**config.mk**
```make
export PLATFORM = sky130hd
export DESIGN_NAME = sdi_core
export DESIGN_NICKNAME = d
export VERILOG_FILES = /design/src/inc/sdi_pkg.sv /design/src/rtl/sdi_core.sv
export SDC_FILE = /design/constraint.sdc
export NUM_CORES = 1
export LEC_CHECK = 0
export BUFFER_PORTS_ARGS = -buffer_cell sky130_fd_sc_hd__buf_2
export CORE_ASPECT_RATIO = 1.5
export CORE_MARGIN = 4
export CORE_UTILIZATION = 50
export CTS_CLUSTER_SIZE = 30
export DETAILED_ROUTE_END_ITERATION = 16
export PLACE_DENSITY = 0.66
export SLEW_MARGIN = 20
export SYNTH_ARGS = -nofsm -noshare
export SYNTH_HDL_FRONTEND = slang
export SYNTH_SLANG_ARGS = --single-unit
```
**constraint.sdc**
```tcl
create_clock -name clk -period 4.9 [get_ports clk]
set_clock_uncertainty 0.05 [all_clocks]
set_input_delay 0.98 -clock clk [delete_from_list [all_inputs] [get_ports clk]]
set_output_delay 0.98 -clock clk [all_outputs]
set_load 0.005 [all_outputs]
```
**src/inc/sdi_pkg.sv**
```systemverilog
// Constants and types shared by the split-port burst SRAM interface
package sdi_pkg;

  // ******************************************
  // Widths and array size
  // ******************************************
  localparam int SDI_WORD_W = 18;
  localparam int SDI_LANE_W = 9;
  localparam int SDI_LANES = 2;
  localparam int SDI_ADDR_W = 22;
  // Array held in flip-flops, so only the low address bits index it
  localparam int SDI_IDX_W = 4;
  localparam int SDI_DEPTH = 16;

  // ******************************************
  // Timing
  // ******************************************
  localparam int SDI_CLK_PERIOD_NS = 20;
  localparam int SDI_PLL_LOCK_US = 20;
  localparam int SDI_PLL_LOCK_CYC =
    (SDI_PLL_LOCK_US * 1000 + SDI_CLK_PERIOD_NS - 1) / SDI_CLK_PERIOD_NS;
  localparam int SDI_LOCK_W = 11;
  // Gap without input clock edges that counts as a stopped clock
  localparam int SDI_K_STALL_CYC = 16;
  localparam int SDI_GAP_W = 5;
  // Impedance update period in input clock cycles
  localparam int SDI_CAL_W = 10;
  localparam logic [SDI_CAL_W-1:0] SDI_CAL_LAST = 10'h3ff;
  // Clocks spent before the strap level is trusted
  localparam logic [1:0] SDI_STRAP_SETTLE = 2'h3;

  // ******************************************
  // Types
  // ******************************************
  typedef logic [SDI_WORD_W-1:0] sdi_word_t;
  typedef logic [SDI_LANES-1:0] sdi_lanes_t;
  typedef logic [SDI_ADDR_W-1:0] sdi_addr_t;
  typedef logic [SDI_IDX_W-1:0] sdi_idx_t;

  typedef struct packed {
    sdi_word_t hi;
    sdi_word_t lo;
  } sdi_line_t;

  typedef struct packed {
    logic k;
    logic k_n;
    logic c;
    logic c_n;
    logic read_select_n;
    logic write_select_n;
    sdi_lanes_t byte_lane_select_n;
    sdi_addr_t addr;
    sdi_word_t wdata;
    logic pll_bypass_n;
  } sdi_pins_in_t;

  typedef struct packed {
    sdi_word_t rdata;
    logic rdata_oe;
    logic echo_strobe;
    logic echo_strobe_n;
  } sdi_pins_out_t;

  localparam sdi_pins_in_t SDI_PINS_IDLE = '{
    k: 1'h0, k_n: 1'h0, c: 1'h0, c_n: 1'h0,
    read_select_n: 1'h1, write_select_n: 1'h1,
    byte_lane_select_n: 2'h3, addr: 22'h0, wdata: 18'h0,
    pll_bypass_n: 1'h1};

  typedef enum logic [2:0] {
    SDI_RD_IDLE = 3'h1,
    SDI_RD_WORD0 = 3'h2,
    SDI_RD_WORD1 = 3'h4
  } sdi_rd_state_t;

endpackage

```
**src/rtl/sdi_core.sv**
```systemverilog
// Split-port double data rate burst SRAM, device side
//
// What this block does
// Read starts when read select is low at a true input clock rise.
// Read returns two 18-bit words, lower word first, then upper word.
// With PLL on, first word at complement edge after next true rise, second one later.
// Data outputs go high impedance after the next rising output edge.
// Write starts at true clock rise; first data word captured there.
// Complement clock rise latches write address and second data word.
// Both halves captured, the 36 bits commit at the latched address.
// Deselected write port finishes pending write, then ignores inputs.
// Two byte lane selects travel with each word; low lanes get written.
// Lanes with high select keep their stored contents.
// Both output clocks high at power-on select single clock mode.
// Read and write ports run independently, same cycle, any address.
// Reads return newest data, forwarding a write still in flight.
// Port selects are sampled only on true input clock rises.
// Deselecting one port leaves the other and pending work intact.
// Output impedance is recalibrated every 1024 input clock cycles.
// Two free-running echo strobes follow the output clock phases.
// With PLL enabled, lock follows 20 us of stable input clock.
// Controller may stop the input clocks 30 ns or more to reset PLL; here a gap of 16 core clocks is needed.
// PLL bypass low gives one cycle read latency.
// Power-up leaves both ports deselected and outputs in high impedance.
// Both selects high starts nothing; stopped clocks hold all state except the PLL lock.
module sdi_core (
  // Clock and reset
  input wire logic clk,
  input wire logic rst,
  // Memory controller pins
  input wire sdi_pkg::sdi_pins_in_t ctrl_pins,
  // Read port and echo strobes
  output sdi_pkg::sdi_pins_out_t read_port,
  // Status
  output logic pll_locked,
  output logic impedance_update
);
  import sdi_pkg::*;

  // ******************************************
  // Pin synchronisers and edge finding
  // ******************************************
  sdi_pins_in_t meta_q;
  sdi_pins_in_t pins_q;
  logic k_q;
  logic k_n_q;
  logic c_q;
  logic c_n_q;

  always_ff @(posedge clk)
  begin
    if (rst)
    begin
      meta_q <= SDI_PINS_IDLE;
      pins_q <= SDI_PINS_IDLE;
    end
    else
    begin
      meta_q <= ctrl_pins;
      pins_q <= meta_q;
    end
  end

  always_ff @(posedge clk)
  begin
    if (rst)
    begin
      k_q <= 1'h0;
      k_n_q <= 1'h0;
      c_q <= 1'h0;
      c_n_q <= 1'h0;
    end
    else
    begin
      k_q <= pins_q.k;
      k_n_q <= pins_q.k_n;
      c_q <= pins_q.c;
      c_n_q <= pins_q.c_n;
    end
  end

  logic k_rise;
  logic k_n_rise;
  logic c_rise;
  logic c_n_rise;

  assign k_rise = pins_q.k & ~k_q;
  assign k_n_rise = pins_q.k_n & ~k_n_q;
  assign c_rise = pins_q.c & ~c_q;
  assign c_n_rise = pins_q.c_n & ~c_n_q;

  // ******************************************
  // Single clock strap
  // ******************************************
  // The strap is caught once the synchronisers have filled after reset,
  // and is frozen from then on.
  logic [1:0] strap_cnt_q;
  logic strap_done_q;
  logic single_clk_q;

  always_ff @(posedge clk)
  begin
    if (rst)
    begin
      strap_cnt_q <= 2'h0;
      strap_done_q <= 1'h0;
      single_clk_q <= 1'h0;
    end
    else if (!strap_done_q)
    begin
      strap_cnt_q <= strap_cnt_q + 2'h1;
      if (strap_cnt_q == SDI_STRAP_SETTLE)
      begin
        strap_done_q <= 1'h1;
        single_clk_q <= pins_q.c & pins_q.c_n;
      end
    end
  end

  logic out_rise;
  logic out_n_rise;
  logic pll_on;
  logic first_edge;
  logic second_edge;

  assign out_rise = single_clk_q ? k_rise : c_rise;
  assign out_n_rise = single_clk_q ? k_n_rise : c_n_rise;
  assign pll_on = pins_q.pll_bypass_n;
  // PLL on: C# then C; bypassed: C then C#
  assign first_edge = pll_on ? out_n_rise : out_rise; // see
  assign second_edge = pll_on ? out_rise : out_n_rise;

  // ******************************************
  // Helpers
  // ******************************************
  function automatic sdi_idx_t addr_idx(input sdi_addr_t a);
    addr_idx = a[SDI_IDX_W-1:0];
  endfunction

  // Lane i of the line is taken from fresh only when its select is low
  function automatic sdi_line_t lane_merge(
    input sdi_line_t old,
    input sdi_line_t fresh,
    input sdi_lanes_t sel_hi_n,
    input sdi_lanes_t sel_lo_n
  );
    logic [2*SDI_LANES-1:0] sel_n;
    sdi_line_t r;
    sel_n = {sel_hi_n, sel_lo_n};
    r = old;
    for (int i = 0; i < 2 * SDI_LANES; i++)
    begin
      if (!sel_n[i])
      begin
        r[i*SDI_LANE_W +: SDI_LANE_W] = fresh[i*SDI_LANE_W +: SDI_LANE_W];
      end
    end
    lane_merge = r;
  endfunction

  // ******************************************
  // Write port
  // ******************************************
  sdi_line_t mem_q [SDI_DEPTH];
  logic wr_open_q;
  sdi_word_t wr_lo_q;
  sdi_lanes_t wr_sel_lo_n_q;
  logic commit;
  sdi_idx_t wr_idx;
  sdi_line_t wr_line;

  // Selects are looked at on true clock rises only
  always_ff @(posedge clk)
  begin
    if (rst)
    begin
      wr_open_q <= 1'h0;
      wr_lo_q <= 18'h0;
      wr_sel_lo_n_q <= 2'h3;
    end
    else if (k_rise)
    begin
      wr_open_q <= ~pins_q.write_select_n; // see see
      if (!pins_q.write_select_n)
      begin
        wr_lo_q <= pins_q.wdata;
        wr_sel_lo_n_q <= pins_q.byte_lane_select_n;
      end
    end
    else if (commit)
    begin
      // A deselect seen later never cancels this burst
      wr_open_q <= 1'h0; // see
    end
  end

  // Second half, address and commit all on the complement rise
  assign commit = k_n_rise & wr_open_q;
  assign wr_idx = addr_idx(pins_q.addr);
  assign wr_line = '{hi: pins_q.wdata, lo: wr_lo_q};

  always_ff @(posedge clk)
  begin
    if (commit)
    begin
      mem_q[wr_idx] <= lane_merge(mem_q[wr_idx], wr_line,
        pins_q.byte_lane_select_n, wr_sel_lo_n_q); // see
    end
  end

  // ******************************************
  // Read request pipeline
  // ******************************************
  logic rd_pend_q;
  sdi_addr_t rd_addr_q;
  logic arm_q;
  sdi_idx_t arm_idx_q;
  logic launch;
  logic arm_v;
  sdi_idx_t arm_idx;
  logic take;
  sdi_rd_state_t rd_state_q;
  sdi_idx_t burst_idx_q;

  always_ff @(posedge clk)
  begin
    if (rst)
    begin
      rd_pend_q <= 1'h0;
      rd_addr_q <= 22'h0;
    end
    else if (k_rise)
    begin
      rd_pend_q <= ~pins_q.read_select_n; // see see
      if (!pins_q.read_select_n)
      begin
        rd_addr_q <= pins_q.addr;
      end
    end
  end

  // The next true rise hands the request to the output side
  assign launch = k_rise & rd_pend_q; // see
  assign arm_v = launch | arm_q;
  assign arm_idx = launch ? addr_idx(rd_addr_q) : arm_idx_q;
  // A new burst may start while the last word of the previous one stands
  assign take = first_edge & arm_v & (rd_state_q != SDI_RD_WORD0);

  always_ff @(posedge clk)
  begin
    if (rst)
    begin
      arm_q <= 1'h0;
      arm_idx_q <= 4'h0;
    end
    else
    begin
      arm_q <= arm_v & ~take;
      arm_idx_q <= arm_idx;
    end
  end

  // ******************************************
  // Read burst sequencing
  // ******************************************
  always_ff @(posedge clk)
  begin
    if (rst)
    begin
      rd_state_q <= SDI_RD_IDLE;
      burst_idx_q <= 4'h0;
    end
    else
    begin
      unique case (rd_state_q)
        SDI_RD_IDLE:
        begin
          if (take)
          begin
            rd_state_q <= SDI_RD_WORD0;
            burst_idx_q <= arm_idx;
          end
        end
        SDI_RD_WORD0:
        begin
          if (second_edge)
          begin
            rd_state_q <= SDI_RD_WORD1;
          end
        end
        SDI_RD_WORD1:
        begin
          if (take)
          begin
            rd_state_q <= SDI_RD_WORD0;
            burst_idx_q <= arm_idx;
          end
          else if (out_rise)
          begin
            rd_state_q <= SDI_RD_IDLE;
          end
        end
      endcase
    end
  end

  // Array read with forwarding of a commit in the same cycle, so with the PLL on a write
  // launched one true rise after the read select is already seen by the read burst; in bypass only its upper word sees it.
  sdi_idx_t sel_idx;
  sdi_line_t rd_line;

  assign sel_idx = take ? arm_idx : burst_idx_q;
  assign rd_line = (commit && (wr_idx == sel_idx)) ?
    lane_merge(mem_q[sel_idx], wr_line, pins_q.byte_lane_select_n,
      wr_sel_lo_n_q) : mem_q[sel_idx]; // see

  // ******************************************
  // Output registers and echo strobes
  // ******************************************
  always_ff @(posedge clk)
  begin
    if (rst)
    begin
      read_port <= '0;
    end
    else
    begin
      read_port.echo_strobe <= single_clk_q ? pins_q.k : pins_q.c;
      read_port.echo_strobe_n <= single_clk_q ? pins_q.k_n : pins_q.c_n;
      if (take)
      begin
        read_port.rdata <= rd_line.lo; // see
        read_port.rdata_oe <= 1'h1;
      end
      else if ((rd_state_q == SDI_RD_WORD0) && second_edge)
      begin
        read_port.rdata <= rd_line.hi;
      end
      else if ((rd_state_q == SDI_RD_WORD1) && out_rise)
      begin
        read_port.rdata_oe <= 1'h0; // see
      end
    end
  end

  // ******************************************
  // Impedance update
  // ******************************************
  logic [SDI_CAL_W-1:0] cal_cnt_q;

  always_ff @(posedge clk)
  begin
    if (rst)
    begin
      cal_cnt_q <= '0;
      impedance_update <= 1'h0;
    end
    else
    begin
      impedance_update <= 1'h0;
      if (k_rise && strap_done_q)
      begin
        cal_cnt_q <= cal_cnt_q + 10'h1;
        impedance_update <= (cal_cnt_q == SDI_CAL_LAST);
      end
    end
  end

  // ******************************************
  // PLL lock tracking
  // ******************************************
  // Sampling at the core clock cannot see a 30 ns stop, so only a gap of
  // several core cycles without input clock edges restarts the lock.
  logic [SDI_GAP_W-1:0] gap_cnt_q;
  logic stalled;
  logic [SDI_LOCK_W-1:0] lock_cnt_q;

  assign stalled = (gap_cnt_q == SDI_GAP_W'(SDI_K_STALL_CYC));

  always_ff @(posedge clk)
  begin
    if (rst)
    begin
      gap_cnt_q <= '0;
    end
    else if (k_rise || k_n_rise)
    begin
      gap_cnt_q <= '0;
    end
    else if (!stalled)
    begin
      gap_cnt_q <= gap_cnt_q + 5'h1;
    end
  end

  always_ff @(posedge clk)
  begin
    if (rst)
    begin
      lock_cnt_q <= '0;
      pll_locked <= 1'h0;
    end
    else if (stalled || !pll_on)
    begin
      lock_cnt_q <= '0; // see
      pll_locked <= 1'h0;
    end
    else if (lock_cnt_q == SDI_LOCK_W'(SDI_PLL_LOCK_CYC))
    begin
      pll_locked <= 1'h1;
    end
    else
    begin
      lock_cnt_q <= lock_cnt_q + 11'h1;
    end
  end

endmodule

```
# Word-level counts from Yosys, hierarchy flattened
# Memories as Yosys holds them, arrays and structs flattened.
# Cells that the tools add are included.
# op_classes
addsub	4
n_eq_ne	17
mux	36
n_bitwise	20
n_reduce_logical	23
# op_table
operator	count
$mux 9	12
$mux 36	1
$mux 19	1
$mux 18	1
$reduce_and 2->1	8
$mux 1	14
$ne 2x2->1 const B	7
$mux 3	4
$add 11x1->11 const B	1
$eq 11x10->1 const B	1
$add 10x1->10 const B	1
$and 1x1->1	10
$eq 10x10->1 const B	1
$not 1->1	9
$pmux 3 s3	1
$mux 4	2
$reduce_or 2->1	4
$reduce_bool 2->1	3
$add 5x1->5 const B	1
$eq 5x5->1 const B	1
$eq 4x4->1	1
$logic_and 1x1->1	4
$eq 3x1->1 const B	1
$eq 3x2->1 const B	1
9 further kinds	10
# totals
reg_bits	157
mem_bits_rw	576
in_bits	51
out_inout_bits	23
wordCells	146
memories	1
# mem_list
memory	depth	width	rd	rd_clocked_by_memory_dff	write_ports	line	rtl
mem_q	16	36	1	0	1	sdi_core.sv:164	sdi_line_t mem_q [SDI_DEPTH];

# Depth between registers and ports, before layout
# logic_depth
word_depth	12
depth_mapped	12
ltp_nobuf	9

# Least setup slack after synthesis
# OpenSTA, ideal clock, no wires.
# synth_path
path_kind	register -> register
start	register k_q
end	register read_port[16] (netlist name)
setup_ns	0.128
arrival_time_ns	2.584
t_required_ns	4.722
slack_ns	2.138
path_stages_with_launch	12
n_path_buf	3
period_less_slack_ns	2.762
path_cell_list	dfxtp_1 -> nand2b_2 -> mux4_2 -> or2_1 -> buf_4 -> buf_6 -> a41oi_4 -> buf_6 -> o22ai_1 -> nor4_1 -> o22a_1 -> o21ai_1
# synth_between
elab_chain_cells	12
elab_cells_between_ends	21
cone_classes	1 x eq/ne; 10 x mux; 6 x bitwise; 3 x reduce/logical; 1 x memory
# synth_rtl
element	line	rtl
start: declaration	sdi_core.sv:45	logic k_q;
start signal: assignment	sdi_core.sv:75	k_q <= pins_q.k;
$not 1->1 (*)	sdi_core.sv:87	assign k_rise = pins_q.k & ~k_q;
$and 1x1->1 (*)	sdi_core.sv:87	
$mux 1 / $and 1x1->1 (equally long branches)	sdi_core.sv:126, sdi_core.sv:243	
$mux 1 / $or 1x1->1 (equally long branches)	sdi_core.sv:130, sdi_core.sv:244	
$and 1x1->1 (2 in a row)	sdi_core.sv:247	assign take = first_edge & arm_v & (rd_state_q != SDI_RD_WORD0);
$mux 4	--	
$mem_v2 16x36 / $eq 4x4->1 (equally long branches)	--	
$mux 9 / $logic_and 1x1->1 (equally long branches)	sdi_core.sv:153, sdi_core.sv:313	
$mux 36	sdi_core.sv:313	assign rd_line = (commit && (wr_idx == sel_idx)) ?
$mux 18	sdi_core.sv:335	else if ((rd_state_q == SDI_RD_WORD0) && second_edge)
$mux 19	sdi_core.sv:330	if (take)
end: declaration	sdi_core.sv:33	output sdi_pkg::sdi_pins_out_t read_port,
# Every way passes the cells marked *; elsewhere a longest branch is shown, timed or not. The select of a mux whose other input is x is not followed.
# A chain may end at the register's enable or synchronous reset.

# Final worst setup path
# layout_path
start	register k_n_q
end	register read_port[12] (netlist name)
# layout_between
elab_chain_cells	12
elab_cells_between_ends	19
cone_classes	1 x eq/ne; 9 x mux; 5 x bitwise; 3 x reduce/logical; 1 x memory
# layout_rtl
element	line	rtl
start: declaration	sdi_core.sv:46	logic k_n_q;
start signal: assignment	sdi_core.sv:76	k_n_q <= pins_q.k_n;
$not 1->1 (*)	sdi_core.sv:88	assign k_n_rise = pins_q.k_n & ~k_n_q;
$and 1x1->1 (*)	sdi_core.sv:88	
$mux 1	sdi_core.sv:127	assign out_n_rise = single_clk_q ? k_n_rise : c_n_rise;
$mux 1	sdi_core.sv:130	assign first_edge = pll_on ? out_n_rise : out_rise;
$and 1x1->1 (2 in a row)	sdi_core.sv:247	
$mux 4	--	
$mem_v2 16x36 / $eq 4x4->1 (equally long branches)	--	
$mux 9 / $logic_and 1x1->1 (equally long branches)	sdi_core.sv:153, sdi_core.sv:313	
$mux 36	sdi_core.sv:313	
$mux 18	sdi_core.sv:335	
$mux 19	sdi_core.sv:330	
# Marked as above.

==> run summary <==
Max-Cap Viols: 0
die height: 299 um
vias in the first global route: 16100
CP max-delay cell: mux4_2
layout cells sized above 1: 13.2%
Max VDD drop: 270 uV
synthesized area per cell: 15.1 um^2
worst rel slew slack: 25.4%
Setup Viol. Count Final: 0
CP Class: reg -> reg
post-DP HPWL: 41.8 mm
Ports: 74
Slew Limit Fails: 0
reg-to-reg slack, setup: 0.67 ns
CTS Buf Count: 70
warning count from the yosys run: 0
Core ar.: 56000 um^2
Setup crit end kind: flop
via/cell ratio: 5.83
XOR/XNOR Fraction of Synth Area: 0.588%
initial core utilization: 50.6%
CP startpoint: k_n_q
top_reg_cell synth: edfxtp_1
CP Launch Type: flop
Die ar.: 60600 um^2
pwr/cell area: 384 nW/um^2
slowest stage delay, CP: 0.59 ns
most common cell after layout, fill and taps aside: edfxtp_1
Die Wd: 202 um
Worst R2R Path Depth: 11
CTS max path bufs: 3
Crit path buffers/inverters: 2
initial antenna violation count: 0
via count: 16100
Nets: 2002
Hold WC Path Type: reg -> reg
Lkg Pwr: 12.4 nW
unrepaired setup endpoints after global routing: false
min cycle time layout: 4.23 ns
status: completed
Final Wtd Congestion: 0.821
CTS sink cnt: 733
syn nets: 1933
first-pass GRT wire length: 98.0 mm
Fillers: 4379
Setup Buffers After CTS: 0
Worst Setup EP: read_port[12]
Worst Path Max Fanout: 25
pre-CTS WS: 0.675 ns
Synth cell types: 62
CTS H-Tree Depth: 3
crit-path leading delay family: simple AND/OR/NAND/NOR gates
simple-gate share of the synthesized area: 7.32%
Global Route met1 Usage: 25.7%
Final WS setup: 0.675 ns
Tot Pwr: 0.0122 W
clk slew on worst S/H paths: 0.06 ns
Gate Count Post-Synth: 1876
Synth area leaders: edfxtp_1 (61%), dfxtp_1 (11%), mux2i_1 (10%)
Post-Synth Adder-Cell Area: 0.265%
cell with the most instances on the worst path: buf_4
ant diodes: 0
drt initial violations: 1530
num rows: 106
maximum clock frequency: 0.237 GHz
port bufs: 55
register bit total from synthesis: 733
worst reg2reg path startpoint: k_n_q
P&R area growth vs syn: 12.5%
Detail Route Antenna Nets: 0
fin cells: 2757
worst skew pair latency: 0.61 ns
area share of the largest cell type after synthesis: 61.1%
Stages on worst setup path: 11
sequential element share of the synthesized area: 72.2%
drt first pass iters: 5
total grt overflow: 0
wire length per cell: 23.6 um
period utilization: 86.2%
crit-path cells: nand2b_1 > mux4_2 > nor2_2 > buf_4 > nor3_1 > o21ai_4 > buf_4 > o22ai_1 > nor4_1 > o22a_1 > o21ai_1
dpl cells: 2629
CTS tree: built
Residual DRC: 0
Final Hold Viols: 0
# resized after CTS: 0
busiest grt layer: met2
worst path required time: 5.30 ns
synthesized cell area: 28300 um^2
multiplexer area fraction after synthesis: 10.7%
CTS root buf: clkbuf_16
largest net degree at the start of global routing: 99
hold buffers post-CTS: 0
final setup TNS: 0 ns
met2 Usage GRT: 38.0%
largest family of logic cells by synthesized area: multiplexers
Hold Slack: 0.369 ns
Crit path arrival time: 4.62 ns
GR Util met3: 2.68%
number of enable flip-flop cells after synthesis: 576
Synth Area in Compound Gates: 6.64%
Post-synth ARST share: 0%
area leader, netlist: edfxtp_1
final wirelength: 64.9 mm
GRT Total Usage: 21.3%
FF-to-FF End: read_port[12]
most frequent cells in the layout: edfxtp_1 (576), mux2i_1 (296), dfxtp_1 (157)
Worst Tran Pin Value: 1.12 ns
## report_power, final
group,internal (W),switching [W]
Clock,0.00310,0.00225
Combinational,0.0000549,0.0000753
Sequential,0.00668,0.0000548
## cells in the mapped netlist, drive strengths merged, types with 15 or more instances
| library cell | number |
|---|---|
| o22ai | 143 |
| nor2 | 117 |
| nor4 | 36 |
| nor3 | 15 |
| dfxtp | 157 |
| edfxtp | 576 |
| clkbuf | 44 |
| a21oi | 55 |
| nand4 | 21 |
| and3 | 16 |
| nand2 | 78 |
| mux2i | 296 |
| o21ai | 26 |
| nor2b | 63 |
| buf | 67 |
## how the worst min path moves through the flow
| stage | start | end | slack, ns | depth (start not counted) |
|---|---|---|---|---|
| after detailed placement | meta_q[43] | pins_q[43] | 0.35 | 1 |
| after global routing | meta_q[43] | pins_q[43] | 0.38 | 1 |
| after CTS | meta_q[42] | pins_q[42] | 0.37 | 1 |
| after global placement | meta_q[43] | pins_q[43] | 0.35 | 1 |
| final | meta_q[43] | pins_q[43] | 0.37 | 1 |
| after floorplan | meta_q[41] | pins_q[41] | 0.34 | 1 |
## area by class of cell
type                    instances  area [um^2]  area share [%]
flip-flops and latches        733        20400            64.2
multi-input cells            1018         7330            23.0
clock buffers                  95         2040            6.41
well taps                     756          946            2.97
repair buffers                108          776            2.44
clock inverters                33          269           0.844
inverters                      14         52.6           0.165
## stage by stage
stage / utilization [%] / cell area [um^2]
floorplan: - / 28300
global placement: 52.7 / 29500
detailed placement: 52.7 / 29500
CTS: 56.9 / 31800
global route: 56.9 / 31900
finish: 56.9 / 31900
## metal layers
layer	wire [um]	part of all wire (%)	vias up
li1	-	-	7341
met1	24800	38	8092
met2	34100	52	508
met3	3200	4.9	140
met4	2870	4.4	0
met5	0	0	-
## cell families (layout without fill, tap and decap cells)
group	Yosys count	after routing
adder cells (fa/ha/maj)	6	6
XOR/XNOR	19	19
multiplexers	302	302
AND/OR/NAND/NOR	408	408
buffers and inverters	125	250
AO/OA/AOI/OAI	283	283
flip-flops	733	733
## worst reg2reg max path: cells and delay by family (launching register included)
family                 cells  cell delay, ns
AO/OA/AOI/OAI              4            1.00
buffers and inverters      2            0.73
multiplexers               1            0.59
AND/OR/NAND/NOR            4            1.39
flip-flops                 1            0.31
## state kept, by name, indices dropped and copies added, names as in the netlist, 2 cells and up
name,cells
lock_cnt_q,11
rd_state_q,3
strap_cnt_q,2
rd_addr_q,4
pins_q,30
burst_idx_q,4
read_port,21
mem_q,576
cal_cnt_q,10
wr_sel_lo_n_q,2
meta_q,31
wr_lo_q,18
arm_idx_q,4
gap_cnt_q,5
No activity file was read; power rests on OpenSTA's default activity.
